===== src/core/nvmcc_pkg.sv =====
package nvmcc_pkg;

  // ****************************************
  // Register map and fields
  // ****************************************
  localparam logic [7:0]  OFF_CMD_CTRL       = 8'h00;
  localparam logic [7:0]  OFF_CONTROL_TWO    = 8'h04;
  localparam int          CMD_LSB            = 0;
  localparam int          KEY_LSB            = 8;
  localparam logic [7:0]  EXECUTE_KEY_VALUE  = 8'ha5;
  localparam int          WAIT_LSB           = 1;
  localparam int          MANUAL_BIT         = 7;
  localparam int          SLEEP_LSB          = 8;
  localparam int          MISS_LSB           = 16;
  localparam int          CACHE_OFF_LSB      = 18;
  localparam logic [31:0] CONTROL_TWO_RESET  = 32'h0000_0080;
  localparam logic [31:0] CONTROL_TWO_MASK   = 32'h000f_039e;

  // ****************************************
  // Command codes
  // ****************************************
  localparam logic [6:0] ERASE_MAIN_ROW     = 7'h02;
  localparam logic [6:0] WRITE_MAIN_PAGE    = 7'h04;
  localparam logic [6:0] ERASE_AUX_ROW      = 7'h05;
  localparam logic [6:0] WRITE_AUX_PAGE     = 7'h06;
  localparam logic [6:0] LOCK_REGION_CMD    = 7'h40;
  localparam logic [6:0] UNLOCK_REGION_CMD  = 7'h41;
  localparam logic [6:0] POWER_REDUCE_ON    = 7'h42;
  localparam logic [6:0] POWER_REDUCE_OFF   = 7'h43;
  localparam logic [6:0] BUFFER_CLEAR_CMD   = 7'h44;
  localparam logic [6:0] SECURITY_SET_CMD   = 7'h45;
  localparam logic [6:0] CACHE_FLUSH_CMD    = 7'h46;
  localparam logic [7:0] SECURITY_BYTE      = 8'h00;

  // ****************************************
  // Field encodings
  // ****************************************
  localparam logic [1:0] CACHE_MAIN_ONLY    = 2'h0;
  localparam logic [1:0] CACHE_NONE         = 2'h1;
  localparam logic [1:0] CACHE_BOTH         = 2'h2;
  localparam logic [1:0] FAST_MISS          = 2'h0;
  localparam logic [1:0] SLOW_MISS          = 2'h1;
  localparam logic [1:0] EVEN_TIMING        = 2'h2;
  localparam logic [1:0] WAKE_ON_FIRST_READ = 2'h0;
  localparam logic [1:0] WAKE_WITH_SLEEP_EXIT = 2'h1;
  localparam logic [1:0] SLEEP_SAVING_OFF   = 2'h3;

  // ****************************************
  // Array geometry
  // ****************************************
  localparam int          ADDR_W           = 22;
  localparam int          ROW_LSB          = 8;
  localparam logic [21:0] USER_ROW_ADDR    = 22'h20_0000;
  localparam logic [21:0] LOCKBIT_ROW_ADDR = 22'h20_2000;
  localparam int          REGION_LSB       = 14;
  localparam int          REGION_W         = 4;
  localparam int          LINE_LSB         = 3;
  localparam int          CACHE_IDX_W      = 4;
  localparam int          CACHE_TAG_W      = ADDR_W - LINE_LSB - CACHE_IDX_W + 1;

  // ****************************************
  // Sequencer states
  // ****************************************
  typedef enum logic [1:0] {
    NVMCC_IDLE = 2'b01,
    NVMCC_BUSY = 2'b10
  } nvmcc_state_t;

endpackage : nvmcc_pkg


===== src/core/nvmcc_wait_cnt.sv =====
`timescale 1ns/1ps

// Counts a loaded number of wait states, then pulses done
module nvmcc_wait_cnt #(
  parameter int W = 5
) (
  // Clock and reset
  input  wire logic         clk,
  input  wire logic         sys_rst,
  // Control
  input  wire logic         load,
  input  wire logic [W-1:0] value,
  // Result
  output logic              busy,
  output logic              done
);

  logic [W-1:0] cnt_reg;
  logic         active_reg;
  logic         done_reg;

  // Done comes value+1 cycles after load
  always_ff @(posedge clk or posedge sys_rst) begin
    if (sys_rst) begin
      cnt_reg    <= '0;
      active_reg <= 1'b0;
      done_reg   <= 1'b0;
    end else if (load) begin
      cnt_reg    <= value;
      active_reg <= 1'b1;
      done_reg   <= 1'b0;
    end else begin
      done_reg   <= active_reg && (cnt_reg == '0);
      active_reg <= active_reg && (cnt_reg != '0);
      cnt_reg    <= (cnt_reg != '0) ? cnt_reg - 1'b1 : cnt_reg;
    end
  end

  assign busy = active_reg;
  assign done = done_reg;

endmodule : nvmcc_wait_cnt


===== src/core/nvmcc_cache_tags.sv =====
`timescale 1ns/1ps

// Direct-mapped tag store; flush beats a fill in the same cycle
module nvmcc_cache_tags #(
  parameter int IDX_W = 4,
  parameter int TAG_W = 16
) (
  // Clock and reset
  input  wire logic             clk,
  input  wire logic             sys_rst,
  // Lookup
  input  wire logic [IDX_W-1:0] idx,
  input  wire logic [TAG_W-1:0] tag,
  output logic                  hit,
  // Maintenance
  input  wire logic             fill,
  input  wire logic             flush
);

  logic [TAG_W-1:0]      tag_mem [2**IDX_W];
  logic [(2**IDX_W)-1:0] valid_reg;

  assign hit = valid_reg[idx] && (tag_mem[idx] == tag);

  // Valid bits only need reset; the tags follow
  always_ff @(posedge clk or posedge sys_rst) begin
    if (sys_rst) begin
      valid_reg <= '0;
    end else if (flush) begin
      valid_reg <= '0;
    end else if (fill) begin
      valid_reg[idx] <= 1'b1;
    end
  end

  // Tag write on fill
  always_ff @(posedge clk) begin
    if (fill) begin
      tag_mem[idx] <= tag;
    end
  end

endmodule : nvmcc_cache_tags


===== src/core/nvmcc_core.sv =====
`timescale 1ns/1ps

module nvmcc_core (
  // Clock and reset
  input  wire logic        clk,
  input  wire logic        sys_rst,
  // Register bus (APB)
  input  wire logic        psel,
  input  wire logic        penable,
  input  wire logic        pwrite,
  input  wire logic [7:0]  paddr,
  input  wire logic [31:0] pwdata,
  output logic      [31:0] prdata,
  output logic             pready,
  output logic             pslverr,
  // Held address and status
  input  wire logic [21:0] nvm_addr,
  input  wire logic        prog_error_clr,
  output logic             programming_error,
  output logic             cmd_ready,
  output logic             power_reduced,
  output logic             security_active,
  output logic      [15:0] region_locked,
  // Array operation port
  output logic             op_start,
  output logic      [6:0]  op_kind,
  output logic      [21:0] op_addr,
  output logic      [7:0]  op_wdata,
  input  wire logic        op_done,
  // Page buffer
  input  wire logic        pbuf_wr,
  input  wire logic        pbuf_last,
  input  wire logic        pbuf_aux,
  output logic             pbuf_clear,
  // Read port
  input  wire logic        rd_req,
  input  wire logic [21:0] rd_addr,
  input  wire logic        rd_rww,
  output logic             rd_busy,
  output logic             rd_done,
  output logic             rd_hit,
  // Power
  input  wire logic        sleep_active,
  output logic             nvm_low_power
);

  // ****************************************
  // Registers
  // ****************************************
  nvmcc_pkg::nvmcc_state_t state_reg;
  nvmcc_pkg::nvmcc_state_t state_next;
  logic [31:0] control_two_reg;
  logic [6:0]  last_cmd_reg;
  logic        key_pending_reg;
  logic [31:0] prdata_reg;
  logic        prog_err_reg;
  logic        prm_reg;
  logic        secure_reg;
  logic [15:0] lock_reg;
  logic        op_start_reg;
  logic [6:0]  op_kind_reg;
  logic [21:0] op_addr_reg;
  logic        pbuf_clear_reg;
  logic        sleep_d_reg;
  logic        sleep_lp_reg;
  logic        hit_reg;
  logic        fill_ok_reg;

  // ****************************************
  // Bus decode
  // ****************************************
  wire        wr_access    = psel && penable && pwrite;
  wire        rd_setup     = psel && !penable && !pwrite;
  wire        hit_cmd      = (paddr == nvmcc_pkg::OFF_CMD_CTRL);
  wire        hit_two      = (paddr == nvmcc_pkg::OFF_CONTROL_TWO);
  wire        addr_ok      = hit_cmd || hit_two;
  wire        cmd_wr       = wr_access && hit_cmd;
  wire        two_wr       = wr_access && hit_two;
  wire [6:0]  cmd_code     = pwdata[nvmcc_pkg::CMD_LSB +: 7];
  wire [7:0]  key_field    = pwdata[nvmcc_pkg::KEY_LSB +: 8];
  wire        key_ok       = (key_field == nvmcc_pkg::EXECUTE_KEY_VALUE);

  // Control-two fields
  wire        manual_page_write = control_two_reg[nvmcc_pkg::MANUAL_BIT];
  wire [3:0]  read_wait_count   = control_two_reg[nvmcc_pkg::WAIT_LSB +: 4];
  wire [1:0]  sleep_saving_sel  = control_two_reg[nvmcc_pkg::SLEEP_LSB +: 2];
  wire [1:0]  miss_timing_sel   = control_two_reg[nvmcc_pkg::MISS_LSB +: 2];
  wire [1:0]  cache_off_sel     = control_two_reg[nvmcc_pkg::CACHE_OFF_LSB +: 2];

  // ****************************************
  // Command decode
  // ****************************************
  wire is_er   = (cmd_code == nvmcc_pkg::ERASE_MAIN_ROW);
  wire is_wp   = (cmd_code == nvmcc_pkg::WRITE_MAIN_PAGE);
  wire is_ear  = (cmd_code == nvmcc_pkg::ERASE_AUX_ROW);
  wire is_wap  = (cmd_code == nvmcc_pkg::WRITE_AUX_PAGE);
  wire is_lr   = (cmd_code == nvmcc_pkg::LOCK_REGION_CMD);
  wire is_ur   = (cmd_code == nvmcc_pkg::UNLOCK_REGION_CMD);
  wire is_power_reduce_on = (cmd_code == nvmcc_pkg::POWER_REDUCE_ON);
  wire is_power_reduce_off = (cmd_code == nvmcc_pkg::POWER_REDUCE_OFF);
  wire is_pbc  = (cmd_code == nvmcc_pkg::BUFFER_CLEAR_CMD);
  wire is_ssb  = (cmd_code == nvmcc_pkg::SECURITY_SET_CMD);
  wire is_inv  = (cmd_code == nvmcc_pkg::CACHE_FLUSH_CMD);
  wire is_aux  = is_ear || is_wap;
  wire is_arr  = is_er || is_wp || is_aux || is_ssb;
  // Reserved codes are refused as a programming error
  wire known   = is_arr || is_lr || is_ur || is_power_reduce_on || is_power_reduce_off || is_pbc || is_inv;

  // Aux commands need security clear and the user row
  wire user_row = (nvm_addr[21:nvmcc_pkg::ROW_LSB] ==
                   nvmcc_pkg::USER_ROW_ADDR[21:nvmcc_pkg::ROW_LSB]);
  wire aux_ok   = !secure_reg && user_row;

  wire idle       = (state_reg == nvmcc_pkg::NVMCC_IDLE);
  wire cmd_accept = cmd_wr && key_ok && idle && known && (!is_aux || aux_ok);
  wire cmd_refuse = cmd_wr && !cmd_accept;

  // Automatic page write off the last buffer word
  wire auto_wp    = pbuf_wr && pbuf_last && !manual_page_write && idle && !cmd_accept;
  wire array_go   = (cmd_accept && is_arr) || auto_wp;

  wire [6:0] go_kind = auto_wp ? (pbuf_aux ? nvmcc_pkg::WRITE_AUX_PAGE
                                           : nvmcc_pkg::WRITE_MAIN_PAGE)
                               : cmd_code;
  // Security byte goes to the lock-bit row, others to the held address
  wire [21:0] go_addr = (!auto_wp && is_ssb) ? nvmcc_pkg::LOCKBIT_ROW_ADDR : nvmcc_pkg::ADDR_W'(nvm_addr);

  wire [nvmcc_pkg::REGION_W-1:0] region_idx =
    nvm_addr[nvmcc_pkg::REGION_LSB +: nvmcc_pkg::REGION_W];

  // Any content change invalidates the cache as well
  wire cache_flush = (cmd_accept && is_inv) || array_go;

  // ****************************************
  // Sequencer
  // ****************************************
  // Array commands hold the sequencer until the array reports done
  always_comb begin
    case (state_reg)
      nvmcc_pkg::NVMCC_IDLE: state_next = array_go ? nvmcc_pkg::NVMCC_BUSY
                                                   : nvmcc_pkg::NVMCC_IDLE;
      nvmcc_pkg::NVMCC_BUSY: state_next = op_done ? nvmcc_pkg::NVMCC_IDLE
                                                  : nvmcc_pkg::NVMCC_BUSY;
      default:               state_next = nvmcc_pkg::NVMCC_IDLE;
    endcase
  end

  always_ff @(posedge clk or posedge sys_rst) begin
    if (sys_rst) begin
      state_reg <= nvmcc_pkg::NVMCC_IDLE;
    end else begin
      state_reg <= state_next;
    end
  end

  // Launch of an array operation
  always_ff @(posedge clk or posedge sys_rst) begin
    if (sys_rst) begin
      op_start_reg <= 1'b0;
      op_kind_reg  <= '0;
      op_addr_reg  <= '0;
    end else begin
      op_start_reg <= array_go;
      if (array_go) begin
        op_kind_reg <= go_kind;
        op_addr_reg <= go_addr;
      end
    end
  end

  // ****************************************
  // Command side effects
  // ****************************************
  // Error flag: a new refusal wins over a clear in the same cycle
  always_ff @(posedge clk or posedge sys_rst) begin
    if (sys_rst) begin
      prog_err_reg <= 1'b0;
    end else if (cmd_refuse) begin
      prog_err_reg <= 1'b1;
    end else if (prog_error_clr) begin
      prog_err_reg <= 1'b0;
    end
  end

  // Power reduction, lock bits, buffer clear and security
  always_ff @(posedge clk or posedge sys_rst) begin
    if (sys_rst) begin
      prm_reg        <= 1'b0;
      lock_reg       <= '0;
      pbuf_clear_reg <= 1'b0;
      secure_reg     <= 1'b0;
    end else begin
      if (cmd_accept && is_power_reduce_on) prm_reg <= 1'b1;
      if (cmd_accept && is_power_reduce_off) prm_reg <= 1'b0;
      if (cmd_accept && is_lr) lock_reg[region_idx] <= 1'b1;
      if (cmd_accept && is_ur) lock_reg[region_idx] <= 1'b0;
      pbuf_clear_reg <= cmd_accept && is_pbc;
      // Only a chip erase clears security, which is outside this block
      if (!idle && op_done && op_kind_reg == nvmcc_pkg::SECURITY_SET_CMD)
        secure_reg <= 1'b1;
    end
  end

  // ****************************************
  // Register file
  // ****************************************
  // Reserved bits of control two are never stored
  always_ff @(posedge clk or posedge sys_rst) begin
    if (sys_rst) begin
      control_two_reg <= nvmcc_pkg::CONTROL_TWO_RESET;
      last_cmd_reg    <= '0;
      key_pending_reg <= 1'b0;
    end else begin
      if (two_wr) control_two_reg <= pwdata & nvmcc_pkg::CONTROL_TWO_MASK;
      if (cmd_wr) last_cmd_reg <= cmd_code;
      // Key bit 0 reads as one until the command is taken
      key_pending_reg <= cmd_wr ? !cmd_accept && key_field[0]
                                : key_pending_reg;
    end
  end

  wire [31:0] rd_mux = hit_cmd ? {16'h0000, 7'h00, key_pending_reg, 1'b0, last_cmd_reg}
                     : hit_two ? control_two_reg
                     : 32'h0000_0000;

  // Read data is captured in the setup phase
  always_ff @(posedge clk or posedge sys_rst) begin
    if (sys_rst) begin
      prdata_reg <= '0;
    end else if (rd_setup) begin
      prdata_reg <= rd_mux;
    end
  end

  // ****************************************
  // Read path and shared cache
  // ****************************************
  // Both sections share one tag store; the section bit joins the tag
  wire [nvmcc_pkg::CACHE_IDX_W-1:0] c_idx = rd_addr[nvmcc_pkg::LINE_LSB +: nvmcc_pkg::CACHE_IDX_W];
  wire [nvmcc_pkg::CACHE_TAG_W-1:0] c_tag = {rd_rww, rd_addr[21:nvmcc_pkg::LINE_LSB + nvmcc_pkg::CACHE_IDX_W]};
  logic tag_hit;
  logic wait_busy;
  logic wait_done;

  wire cacheable = rd_rww ? (cache_off_sel == nvmcc_pkg::CACHE_BOTH)
                          : (cache_off_sel == nvmcc_pkg::CACHE_MAIN_ONLY ||
                             cache_off_sel == nvmcc_pkg::CACHE_BOTH);
  wire rd_take   = rd_req && !wait_busy;
  wire look_hit  = tag_hit && cacheable;
  // Wait states per read, chosen by the miss timing mode
  wire [4:0] base_waits = {1'b0, read_wait_count};
  wire [4:0] waits = (!cacheable) ? base_waits
                   : (miss_timing_sel == nvmcc_pkg::EVEN_TIMING) ? base_waits
                   : look_hit ? 5'h00
                   : (miss_timing_sel == nvmcc_pkg::SLOW_MISS) ? 5'(base_waits + 5'h01)
                   : base_waits;

  nvmcc_cache_tags #(
    .IDX_W (nvmcc_pkg::CACHE_IDX_W),
    .TAG_W (nvmcc_pkg::CACHE_TAG_W)
  ) u_tags (
    .clk     (clk),
    .sys_rst (sys_rst),
    .idx     (c_idx),
    .tag     (c_tag),
    .hit     (tag_hit),
    .fill    (rd_take && cacheable && !tag_hit),
    .flush   (cache_flush)
  );

  nvmcc_wait_cnt #(
    .W (5)
  ) u_wait (
    .clk     (clk),
    .sys_rst (sys_rst),
    .load    (rd_take),
    .value   (waits),
    .busy    (wait_busy),
    .done    (wait_done)
  );

  always_ff @(posedge clk or posedge sys_rst) begin
    if (sys_rst) begin
      hit_reg     <= 1'b0;
      fill_ok_reg <= 1'b0;
    end else if (rd_take) begin
      hit_reg     <= look_hit;
      fill_ok_reg <= cacheable;
    end
  end

  // ****************************************
  // Sleep power reduction
  // ****************************************
  // Low power taken at sleep entry, left per the chosen wake policy
  always_ff @(posedge clk or posedge sys_rst) begin
    if (sys_rst) begin
      sleep_d_reg  <= 1'b0;
      sleep_lp_reg <= 1'b0;
    end else begin
      sleep_d_reg <= sleep_active;
      if (sleep_active && !sleep_d_reg &&
          sleep_saving_sel != nvmcc_pkg::SLEEP_SAVING_OFF) begin
        sleep_lp_reg <= 1'b1;
      end else if (sleep_saving_sel == nvmcc_pkg::WAKE_ON_FIRST_READ && rd_req) begin
        sleep_lp_reg <= 1'b0;
      end else if (sleep_saving_sel == nvmcc_pkg::WAKE_WITH_SLEEP_EXIT && !sleep_active) begin
        sleep_lp_reg <= 1'b0;
      end else if (sleep_saving_sel == nvmcc_pkg::SLEEP_SAVING_OFF) begin
        sleep_lp_reg <= 1'b0;
      end
    end
  end

  // ****************************************
  // Outputs
  // ****************************************
  assign prdata            = prdata_reg;
  assign pready            = 1'b1;
  assign pslverr           = psel && penable && !addr_ok;
  assign programming_error = prog_err_reg;
  assign cmd_ready         = idle;
  assign power_reduced     = prm_reg;
  assign security_active   = secure_reg;
  assign region_locked     = lock_reg;
  assign op_start          = op_start_reg;
  assign op_kind           = op_kind_reg;
  assign op_addr           = op_addr_reg;
  assign op_wdata          = nvmcc_pkg::SECURITY_BYTE;
  assign pbuf_clear        = pbuf_clear_reg;
  assign rd_busy           = wait_busy;
  assign rd_done           = wait_done;
  assign rd_hit            = hit_reg && fill_ok_reg;
  assign nvm_low_power     = prm_reg || sleep_lp_reg;
endmodule : nvmcc_core


===== config.mk =====
export PLATFORM = sky130hd
export DESIGN_NAME = nvmcc_core
export DESIGN_NICKNAME = d
export VERILOG_FILES = /design/src/core/nvmcc_pkg.sv /design/src/core/nvmcc_wait_cnt.sv /design/src/core/nvmcc_cache_tags.sv /design/src/core/nvmcc_core.sv
export SDC_FILE = /design/constraint.sdc
export NUM_CORES = 1
export LEC_CHECK = 0
export BUFFER_PORTS_ARGS = -buffer_cell sky130_fd_sc_hd__buf_2
export CAP_MARGIN = 20
export CORE_MARGIN = 1.5
export CORE_UTILIZATION = 58
export CTS_BUF_LIST = sky130_fd_sc_hd__clkbuf_4 sky130_fd_sc_hd__clkbuf_8 sky130_fd_sc_hd__clkbuf_16
export DETAILED_ROUTE_END_ITERATION = 12
export PLACE_DENSITY = 0.8
export RECOVER_POWER = 25
export SYNTH_ARGS = -nofsm -noshare
export SYNTH_HDL_FRONTEND = slang
export SYNTH_SLANG_ARGS = --single-unit
export TNS_END_PERCENT = 10

===== constraint.sdc =====
create_clock -name clk -period 5.75 [get_ports clk]
set_input_delay 1.725 -clock clk [delete_from_list [all_inputs] [get_ports clk]]
set_output_delay 1.725 -clock clk [all_outputs]
set_load 0.1 [all_outputs]

==> impl_metrics.yaml, run 1 <==
run_status:
  status: "finished with violations"
  violations: "design-rule violations"
worst_setup_path:
  startpoint_type: "primary input"
  rr_worst_depth: 11
  cp_data_required_time_ps: 5950
  end_kind: "flop"
  cp.buffers_inverters: 4
  r2r_setup_slack_ps: 2230
  cp_max_fo: 33
  slowest_delay_ps: 740
  crit_path_top_delay_cell: "nor3_2"
  reg2reg_to: "u_tags.tag_mem[7][2]"
  crit_type: "primary input to flop"
  path_cells: "buf_4 -> buf_4 -> mux2i_1 -> a221oi_1 -> a21oi_1 -> o211ai_1 -> nor4_2 -> nand2_1 -> o21ai_4 -> buf_12 -> nor3_2 -> buf_4"
  arrival_ps: 5300
  cpMostUsedCell: "buf_4"
  cp_top_family: "buffers and inverters"
  timing.rr.start: "u_tags.tag_mem[7][1]"
sta:
  hold_viol_final: 0
  rsz0062_at_grt: "no"
  fmax_ghz: 0.196
  slew_violations: 0
  maxSlewHeadroom: 0.373
  fin_crit_sh: 0.886
  period_minus_slack_ps: 5100
  skew_ps: 18.0
  whs_ps: 479
  worst_pin_slew_ps: 935
  timing.setup.tns_ps: 0
  setup-violations-final: 0
die:
  die-width_um: 166
  start_util: 0.591
  core_area_mm2: 0.0261
  dieArea_mm2: 0.0276
  io_pins: 194
  fp-row-count: 59
  fp.dieH_um: 166
layout:
  nNetsFinal: 1266
  diodes: 0
  final_cells: 1524
  fin_area_mm2: 0.0181
  largest_reg_flops: 256
  syn_to_final_growth_pct: 16.8
  drive_gt1_frac: 0.300
synthesis:
  synth_edf_count: 256
  synth_area_leaders: "edfxtp_1 (50%), dfrtp_1 (18%), mux4_2 (7.7%), mux2i_1 (3.5%), buf_4 (1.7%)"
  netlist_instances: 971
  synth_warnings: 0
  synth_ff_type: "edfxtp_1"
  synth_top_area_share: 0.497
  syn_avg_cell_area_um2: 15.9
  yosys.cell_types.count: 68
  synth_seq_cells: 368
  yosysTopAreaCell: "edfxtp_1"
  synthesis.area_mm2: 0.0155
  ys_seq_area_frac: 0.679
  async_flop_share: 0.304
placement:
  io_buffer_count: 151
  hpwl_mm: 22.1
  dp_cells: 1457
  post_dp_cell_area_mm2: 0.0168
  gp_routability_congestion: 0.837
power_and_ir_drop:
  switching_share: 0.311
  leakagePower_uw: 0.00706
  power.internal_uw: 4720
  p_sw_uw: 2140
  seqPwrFrac: 0.445
  worst_ir_drop_vdd_mv: 0.552
  clockPowerShare: 0.346
  comb_power_share: 0.209
  power_density_mw_per_mm2: 380
global_route:
  track_usage: 0.256
  use_met3: 0.0405
  use_met1: 0.352
  met2_usage: 0.429
  grt.overflow.total: 0
  grt_max_degree: 89
  grt_pass1_vias: 9551
  grt_pass1_wl_mm: 54.1
  top_usage_layer: "met2"
  antenna_found_initial: 0
cts:
  cts_hold_buf: 0
  cts.sinks: 368
  clock_latency_ps: 520
  cts_tree: "built"
  htreeDepth: 2
  cts.reportedPaths.clkPinSlew_ps: 60
  ctsResizeCount: 0
  numCtsBuffers: 36
  clockBufferDepth: 3
  post-cts-setup-buffer-count: 0
  root_buffer: "clkbuf_16"
hold_path:
  min_from: "prdata[1]"
  min_to: "prdata[1]"
  holdPathStages: 2
  hp-class: "flop to flop"
routing:
  drcViolationCount: 5
  ant_nets: 0
  dr.pass1.iters: 11
  wire_per_inst_um: 22.9
  drtIter0Drc: 879
  wirelength_mm: 34.8
  vias: 9374
  drt-vias-per-instance: 6.15
flow_run:
  cap_viol_max_count: 0
kinds of logic (layout without fill, tap and decap cells):
| group | count (synthesis) | after routing | share of synthesized area |
|---|---|---|---|
| flip-flops | 368 | 368 | 0.679 |
| AND/OR/NAND/NOR | 183 | 183 | 0.0619 |
| AO/OA/AOI/OAI | 156 | 156 | 0.0750 |
| multiplexers | 127 | 127 | 0.127 |
| buffers and inverters | 103 | 296 | 0.0376 |
| XOR/XNOR | 27 | 27 | 0.0153 |
| adder cells (fa/ha/maj) | 5 | 5 | 0.00405 |
| other | 2 | 27 | 0.000486 |
cell type report:
cell class / count / area (um2)
inverter: 23 / 87.6
tap: 335 / 419
clock inverter: 15 / 175
clock buffer: 48 / 1020
timing repair buffer: 210 / 1300
multi-input combinational: 525 / 4560
sequential: 368 / 10500
fill: 1681 / 8080
power groups by stage:
stage / sequential, uW / combinational, uW / clock, uW
3_3_place_gp: 3090 / 1400 / 0
5_1_grt: 3060 / 1500 / 2510
3_5_place_dp: 3090 / 1420 / 0
2_1_floorplan: 3710 / 527 / 0
6_report: 3050 / 1430 / 2370
4_1_cts: 3050 / 1430 / 2400
layer usage:
metal | vias to the layer above | wire, um
met4 | 0 | 778
met5 | - | 0
met1 | 4794 | 14200
met2 | 396 | 17600
li1 | 4118 | -
met3 | 66 | 2330
layout by cell type, fill, tap and decap left out, types with 7 or more instances in the layout:
cell type and count:
o22ai_1 9, o31ai_1 7, nand2b_1 13, buf_2 134
nor3_1 11, xnor2_1 17, buf_12 7, nand3_1 11
nor2_1 24, mux4_2 53, a22oi_1 9, buf_4 50
clkbuf_1 15, mux2i_1 54, dfrtp_1 110, o21ai_0 9
inv_1 20, edfxtp_1 256, nor3_2 16, mux2_2 20
xor2_1 10, clkbuf_16 37, conb_1 27, nand2_1 51
a21oi_1 27, a31oi_1 17, o41ai_1 17, nor2b_1 13
and2_1 10, a22o_1 29, clkbuf_4 9
worst min-delay path, cell delays in order, from the launching register on:
cell     delay, ps
dfrtp_1        330
nand2_1         50
o31ai_1         60
synthesized netlist by cell type, types with 11 or more instances:
library cell,n
dfrtp_1,110
clkbuf_1,17
mux4_2,53
xnor2_1,17
nor2_1,24
buf_4,36
nand3_1,11
mux2i_1,54
o41ai_1,17
nor2b_1,14
edfxtp_1,256
buf_2,15
nor3_1,27
mux2_2,20
a31oi_1,17
nand2_1,51
nand2b_1,13
inv_1,21
a21oi_1,27
a22o_1,29
worst max-delay path by stage:
stage	to	cells after the start	slack [ps]	start
floorplan	u_tags.tag_mem[10][0]	12	660	rd_addr[4]
global placement	u_tags.tag_mem[9][10]	12	240	rd_addr[4]
detailed placement	u_tags.tag_mem[6][6]	12	90	rd_addr[4]
CTS	u_tags.tag_mem[3][4]	12	660	rd_addr[4]
global route	u_tags.tag_mem[3][8]	12	450	rd_addr[4]
finish	u_tags.tag_mem[3][8]	12	650	rd_addr[4]
per-stage QoR:
stage	util	setup WS, ps	power (uW)
2_1_floorplan	-	664	4240
3_3_place_gp	0.644	239	4490
3_5_place_dp	0.644	92.3	4520
4_1_cts	0.689	657	6870
5_1_grt	0.691	453	7080
6_report	0.691	655	6860
(Power assumes the default switching activity.)
==> run 2: changes to the inputs <==
- REMOVE_ABC_BUFFERS: default -> 1
==> impl_metrics.yaml, run 2 (synthesized netlist as in run 1, its figures left out) <==
run_status:
  status: "finished with violations"
  violations: "design-rule violations, max-capacitance violations, max-slew violations"
layout:
  layout_commonest_cell: "edfxtp_1"
  diodes: 0
  drive_gt1_frac: 0.309
  largest_reg_flops: 256
  nNetsFinal: 1272
  fillCellCount: 1701
  fin_area_mm2: 0.0181
  final_cell_mix: "edfxtp_1 (256), buf_2 (139), dfrtp_1 (110), mux2i_1 (54), buf_4 (54)"
  syn_to_final_growth_pct: 17.1
  final_util: 0.692
power_and_ir_drop:
  power.total_uw: 6860
  comb_power_share: 0.209
  worst_ir_drop_vdd_mv: 0.525
  switching_share: 0.315
  power.internal_uw: 4690
  leakagePower_uw: 0.00710
  power_density_mw_per_mm2: 379
  clockPowerShare: 0.346
  p_sw_uw: 2160
  seqPwrFrac: 0.445
sta:
  rsz0062_at_grt: "no"
  fin_crit_sh: 0.892
  setup-violations-final: 0
  slew_violations: 78
  period_minus_slack_ps: 5130
  hold_viol_final: 0
  whs_ps: 477
  worst_pin_slew_ps: 3290
  maxSlewHeadroom: -1.19
  timing.setup.tns_ps: 0
  skew_ps: 14.8
  fmax_ghz: 0.195
worst_setup_path:
  end_kind: "flop"
  startpoint_type: "primary input"
  cp_max_fo: 34
  timing.rr.start: "u_tags.tag_mem[15][1]"
  cp_data_required_time_ps: 5960
  arrival_ps: 5330
  crit_start: "rd_addr[4]"
  crit_type: "primary input to flop"
placement:
  io_buffer_count: 151
  gp_routability_congestion: 0.796
  post_dp_cell_area_mm2: 0.0169
  hpwl_mm: 22.6
cts:
  post-cts-setup-buffer-count: 0
  numCtsBuffers: 37
  cts_hold_buf: 0
  cts.sinks: 368
  ctsResizeCount: 0
  htreeDepth: 2
  cts_tree: "built"
  root_buffer: "clkbuf_16"
  clockBufferDepth: 3
  cts.reportedPaths.clkPinSlew_ps: 60
  clock_latency_ps: 530
routing:
  wire_per_inst_um: 23.4
  dr.pass1.iters: 12
  drtIter0Drc: 827
  ant_nets: 0
  drt-vias-per-instance: 6.23
  wirelength_mm: 35.8
  drcViolationCount: 14
  vias: 9532
global_route:
  antenna_found_initial: 0
  grt_max_degree: 81
  grt_pass1_vias: 9847
  grt.overflow.total: 0
  track_usage: 0.262
  grt_pass1_wl_mm: 55.0
die:
  fp.dieH_um: 166
  core_area_mm2: 0.0261
  io_pins: 194
  fp-row-count: 59
  die-width_um: 166
  dieArea_mm2: 0.0276
  start_util: 0.591
hold_path:
  min_from: "u_tags.valid_reg[13]"
  hp-class: "flop to flop"
flow_run:
  cap_viol_max_count: 1
[run 2: cell count changes in the layout (fill, tap and decap cells not counted), sizes merged]
cell          delta
buf              +9
bufinv           -2
clkbuf           -3
clkinv           +1
clkinvlp         +2
dlymetal6s4s     +1
inv              -1
[run 2: final timing paths]
| kind | slack, ps | end | depth (start not counted) |
|---|---|---|---|
| hold / removal | 480 | u_tags.valid_reg[13] | 2 |
| min in group asynchronous | 1080 | programming_error | 2 |
| setup reg to reg | 2180 | u_tags.tag_mem[7][0] | 11 |
| max in group asynchronous | 1190 | op_addr[6] | 3 |
| hold reg to reg | 480 | u_tags.valid_reg[13] | 2 |
| setup / recovery | 620 | u_tags.tag_mem[1][0] | 12 |
[run 2: layout make-up]
cell class | instances | area, um2 | share of cell area
Tap cell | 335 | 419 | 0.0232
Clock buffer | 50 | 1070 | 0.0592
Timing Repair Buffer | 215 | 1340 | 0.0739
Inverter | 23 | 87.6 | 0.00484
Clock inverter | 15 | 128 | 0.00705
Sequential cell | 368 | 10500 | 0.580
Multi-Input combinational cell | 525 | 4560 | 0.252
[run 2: through the flow]
| step | instances | setup WS, ps |
|---|---|---|
| finish | 1531 | 624 |
| global route | 1531 | 425 |
| CTS | 1529 | 612 |
| detailed placement | 1464 | 118 |
| global placement | 1461 | 86.4 |
| floorplan | 916 | 939 |
[run 2: worst max-delay path, stage by stage]
cell,delay [ps]
buf_4,500
buf_4,260
mux4_2,510
mux2i_1,270
xnor2_1,180
o31ai_1,130
o2111ai_2,200
o21ai_4,120
buf_12,170
buf_4,140
nor3_2,700
buf_4,370
[run 2: routing by layer]
layer  GRT usage  vias to the layer above  share of wire
met1       0.339                     4843           0.38
met5           0                        -              0
met4       0.101                        0          0.033
met3      0.0474                       93          0.076
li1            -                     4125              -
met2       0.445                      471           0.51
[run 2: power groups by stage]
| stage | clock (uW) | sequential, uW | combinational [uW] |
|---|---|---|---|
| global placement | 0 | 3090 | 1400 |
| CTS | 2400 | 3050 | 1430 |
| finish | 2370 | 3050 | 1430 |
| global route | 2500 | 3060 | 1500 |
| detailed placement | 0 | 3090 | 1430 |
| floorplan | 0 | 3710 | 466 |
==> run 3: changes to the inputs <==
- CELL_PAD_IN_SITES_DETAIL_PLACEMENT: default -> 1
- CELL_PAD_IN_SITES_GLOBAL_PLACEMENT: default -> 1
- CORE_UTILIZATION: 58 -> 49
- PLACE_DENSITY: 0.8 -> default
- PLACE_DENSITY_LB_ADDON: default -> 0.1
==> impl_metrics.yaml, run 3 (synthesized netlist as in run 1, its figures left out) <==
run_status:
  status: "finished with violations"
  violations: "max-capacitance violations, max-slew violations"
sta:
  worst_pin_slew_ps: 1760
  fin_crit_sh: 0.851
  period_minus_slack_ps: 4890
  rsz0062_at_grt: "no"
  slew_violations: 40
  skew_ps: 25.4
  timing.setup.tns_ps: 0
  fin_ws_ps: 855
  maxSlewHeadroom: -0.183
  setup-violations-final: 0
  fmax_ghz: 0.204
  hold_viol_final: 0
placement:
  dp_worst_setup_slack_ps: 309
  hpwl_mm: 24.6
  gp_routability_congestion: 0.740
  io_buffer_count: 151
global_route:
  antenna_found_initial: 0
  grt_pass1_vias: 10200
  track_usage: 0.238
  grt_pass1_wl_mm: 59.6
  grt_max_degree: 50
  grt.overflow.total: 0
routing:
  dr.pass1.iters: 4
  ant_nets: 0
  drt-vias-per-instance: 5.83
  drcViolationCount: 0
  vias: 9265
  drtIter0Drc: 484
  wire_per_inst_um: 23.7
  wirelength_mm: 37.7
cts:
  cts.reportedPaths.clkPinSlew_ps: 60
  cts.sinks: 368
  htreeDepth: 2
  numCtsBuffers: 39
  cts_tree: "built"
  post-cts-setup-buffer-count: 0
  clock_latency_ps: 530
  clockBufferDepth: 3
  root_buffer: "clkbuf_16"
  ctsResizeCount: 0
  cts_hold_buf: 0
power_and_ir_drop:
  worst_ir_drop_vdd_mv: 0.502
  leakagePower_uw: 0.00712
  power_density_mw_per_mm2: 384
die:
  fp.dieH_um: 181
  io_pins: 194
  core_area_mm2: 0.0308
  fp-row-count: 64
  start_util: 0.501
  dieArea_mm2: 0.0326
  die-width_um: 181
layout:
  drive_gt1_frac: 0.305
  syn_to_final_growth_pct: 18.2
  layout_commonest_cell: "edfxtp_1"
  nNetsFinal: 1269
  diodes: 0
  final_cell_mix: "edfxtp_1 (256), buf_2 (136), dfrtp_1 (110), mux2i_1 (54), mux4_2 (53)"
  largest_reg_flops: 256
worst_setup_path:
  crit_type: "primary input to flop"
  cp_max_fo: 22
  timing.rr.start: "u_tags.tag_mem[12][1]"
  cp_data_required_time_ps: 5980
  crit_start: "rd_addr[4]"
  startpoint_type: "primary input"
  end_kind: "flop"
  arrival_ps: 5120
hold_path:
  min_from: "fill_ok_reg"
  hp-class: "flop to flop"
flow_run:
  cap_viol_max_count: 1
## run 3: cell types whose count changed in the layout (fill, tap and decap cells not counted), sizes merged
cell,before,now
clkbuf,60,67
inv,23,22
clkinvlp,3,1
clkinv,10,11
dlymetal6s4s,1,0
bufinv,2,3
buf,204,197
## run 3: area by class of cell
| type | instances | area (um2) |
|---|---|---|
| flip-flops and latches | 368 | 10500 |
| repair buffers | 210 | 1340 |
| clock buffers | 54 | 1160 |
| clock inverters | 14 | 138 |
| inverters | 23 | 87.6 |
| well taps | 396 | 495 |
| multi-input cells | 525 | 4560 |
| fillers | 2861 | 12600 |
## run 3: report_power, final
part | switching [uW] | leakage (uW) | internal [uW]
Clock | 994 | 0.000652 | 1540
Combinational | 1110 | 0.00268 | 318
Sequential | 75.8 | 0.00379 | 2970
## run 3: path summary, 6_finish.rpt
kind | end | slack, ps | depth (start not counted)
max | u_tags.tag_mem[8][14] | 860 | 12
min | fill_ok_reg | 470 | 1
max reg2reg | u_tags.tag_mem[2][4] | 2210 | 12
min reg2reg | fill_ok_reg | 470 | 1
max in group asynchronous | prdata[19] | 2790 | 3
min in group asynchronous | u_tags.valid_reg[6] | 1630 | 2
## run 3: per-layer routing
metal  wire [um]  track usage
met5           0            0
met4         812       0.0622
met3        2160       0.0461
met2       18900        0.412
met1       15800        0.310
## run 3: stage by stage
| step | hold WS (ps) | std cells | power (uW) | utilization | instance area (um2) |
|---|---|---|---|---|---|
| floorplan | 438 | 916 | 4180 | - | 15100 |
| global placement | 452 | 1521 | 4510 | 0.551 | 17000 |
| detailed placement | 458 | 1522 | 4540 | 0.551 | 17000 |
| CTS | 472 | 1590 | 7070 | 0.593 | 18300 |
| global route | 480 | 1590 | 7240 | 0.593 | 18300 |
| finish | 467 | 1590 | 7010 | 0.593 | 18300 |
## run 3: critical path, cell delays in order
cell and delay [ps]:
buf_4 330, buf_4 250, mux4_2 520, mux2i_1 190, xnor2_1 190, a21oi_1 110, a41o_1 230, o2111ai_2 160
o21ai_4 130, buf_4 210, nor3_2 800, buf_12 240
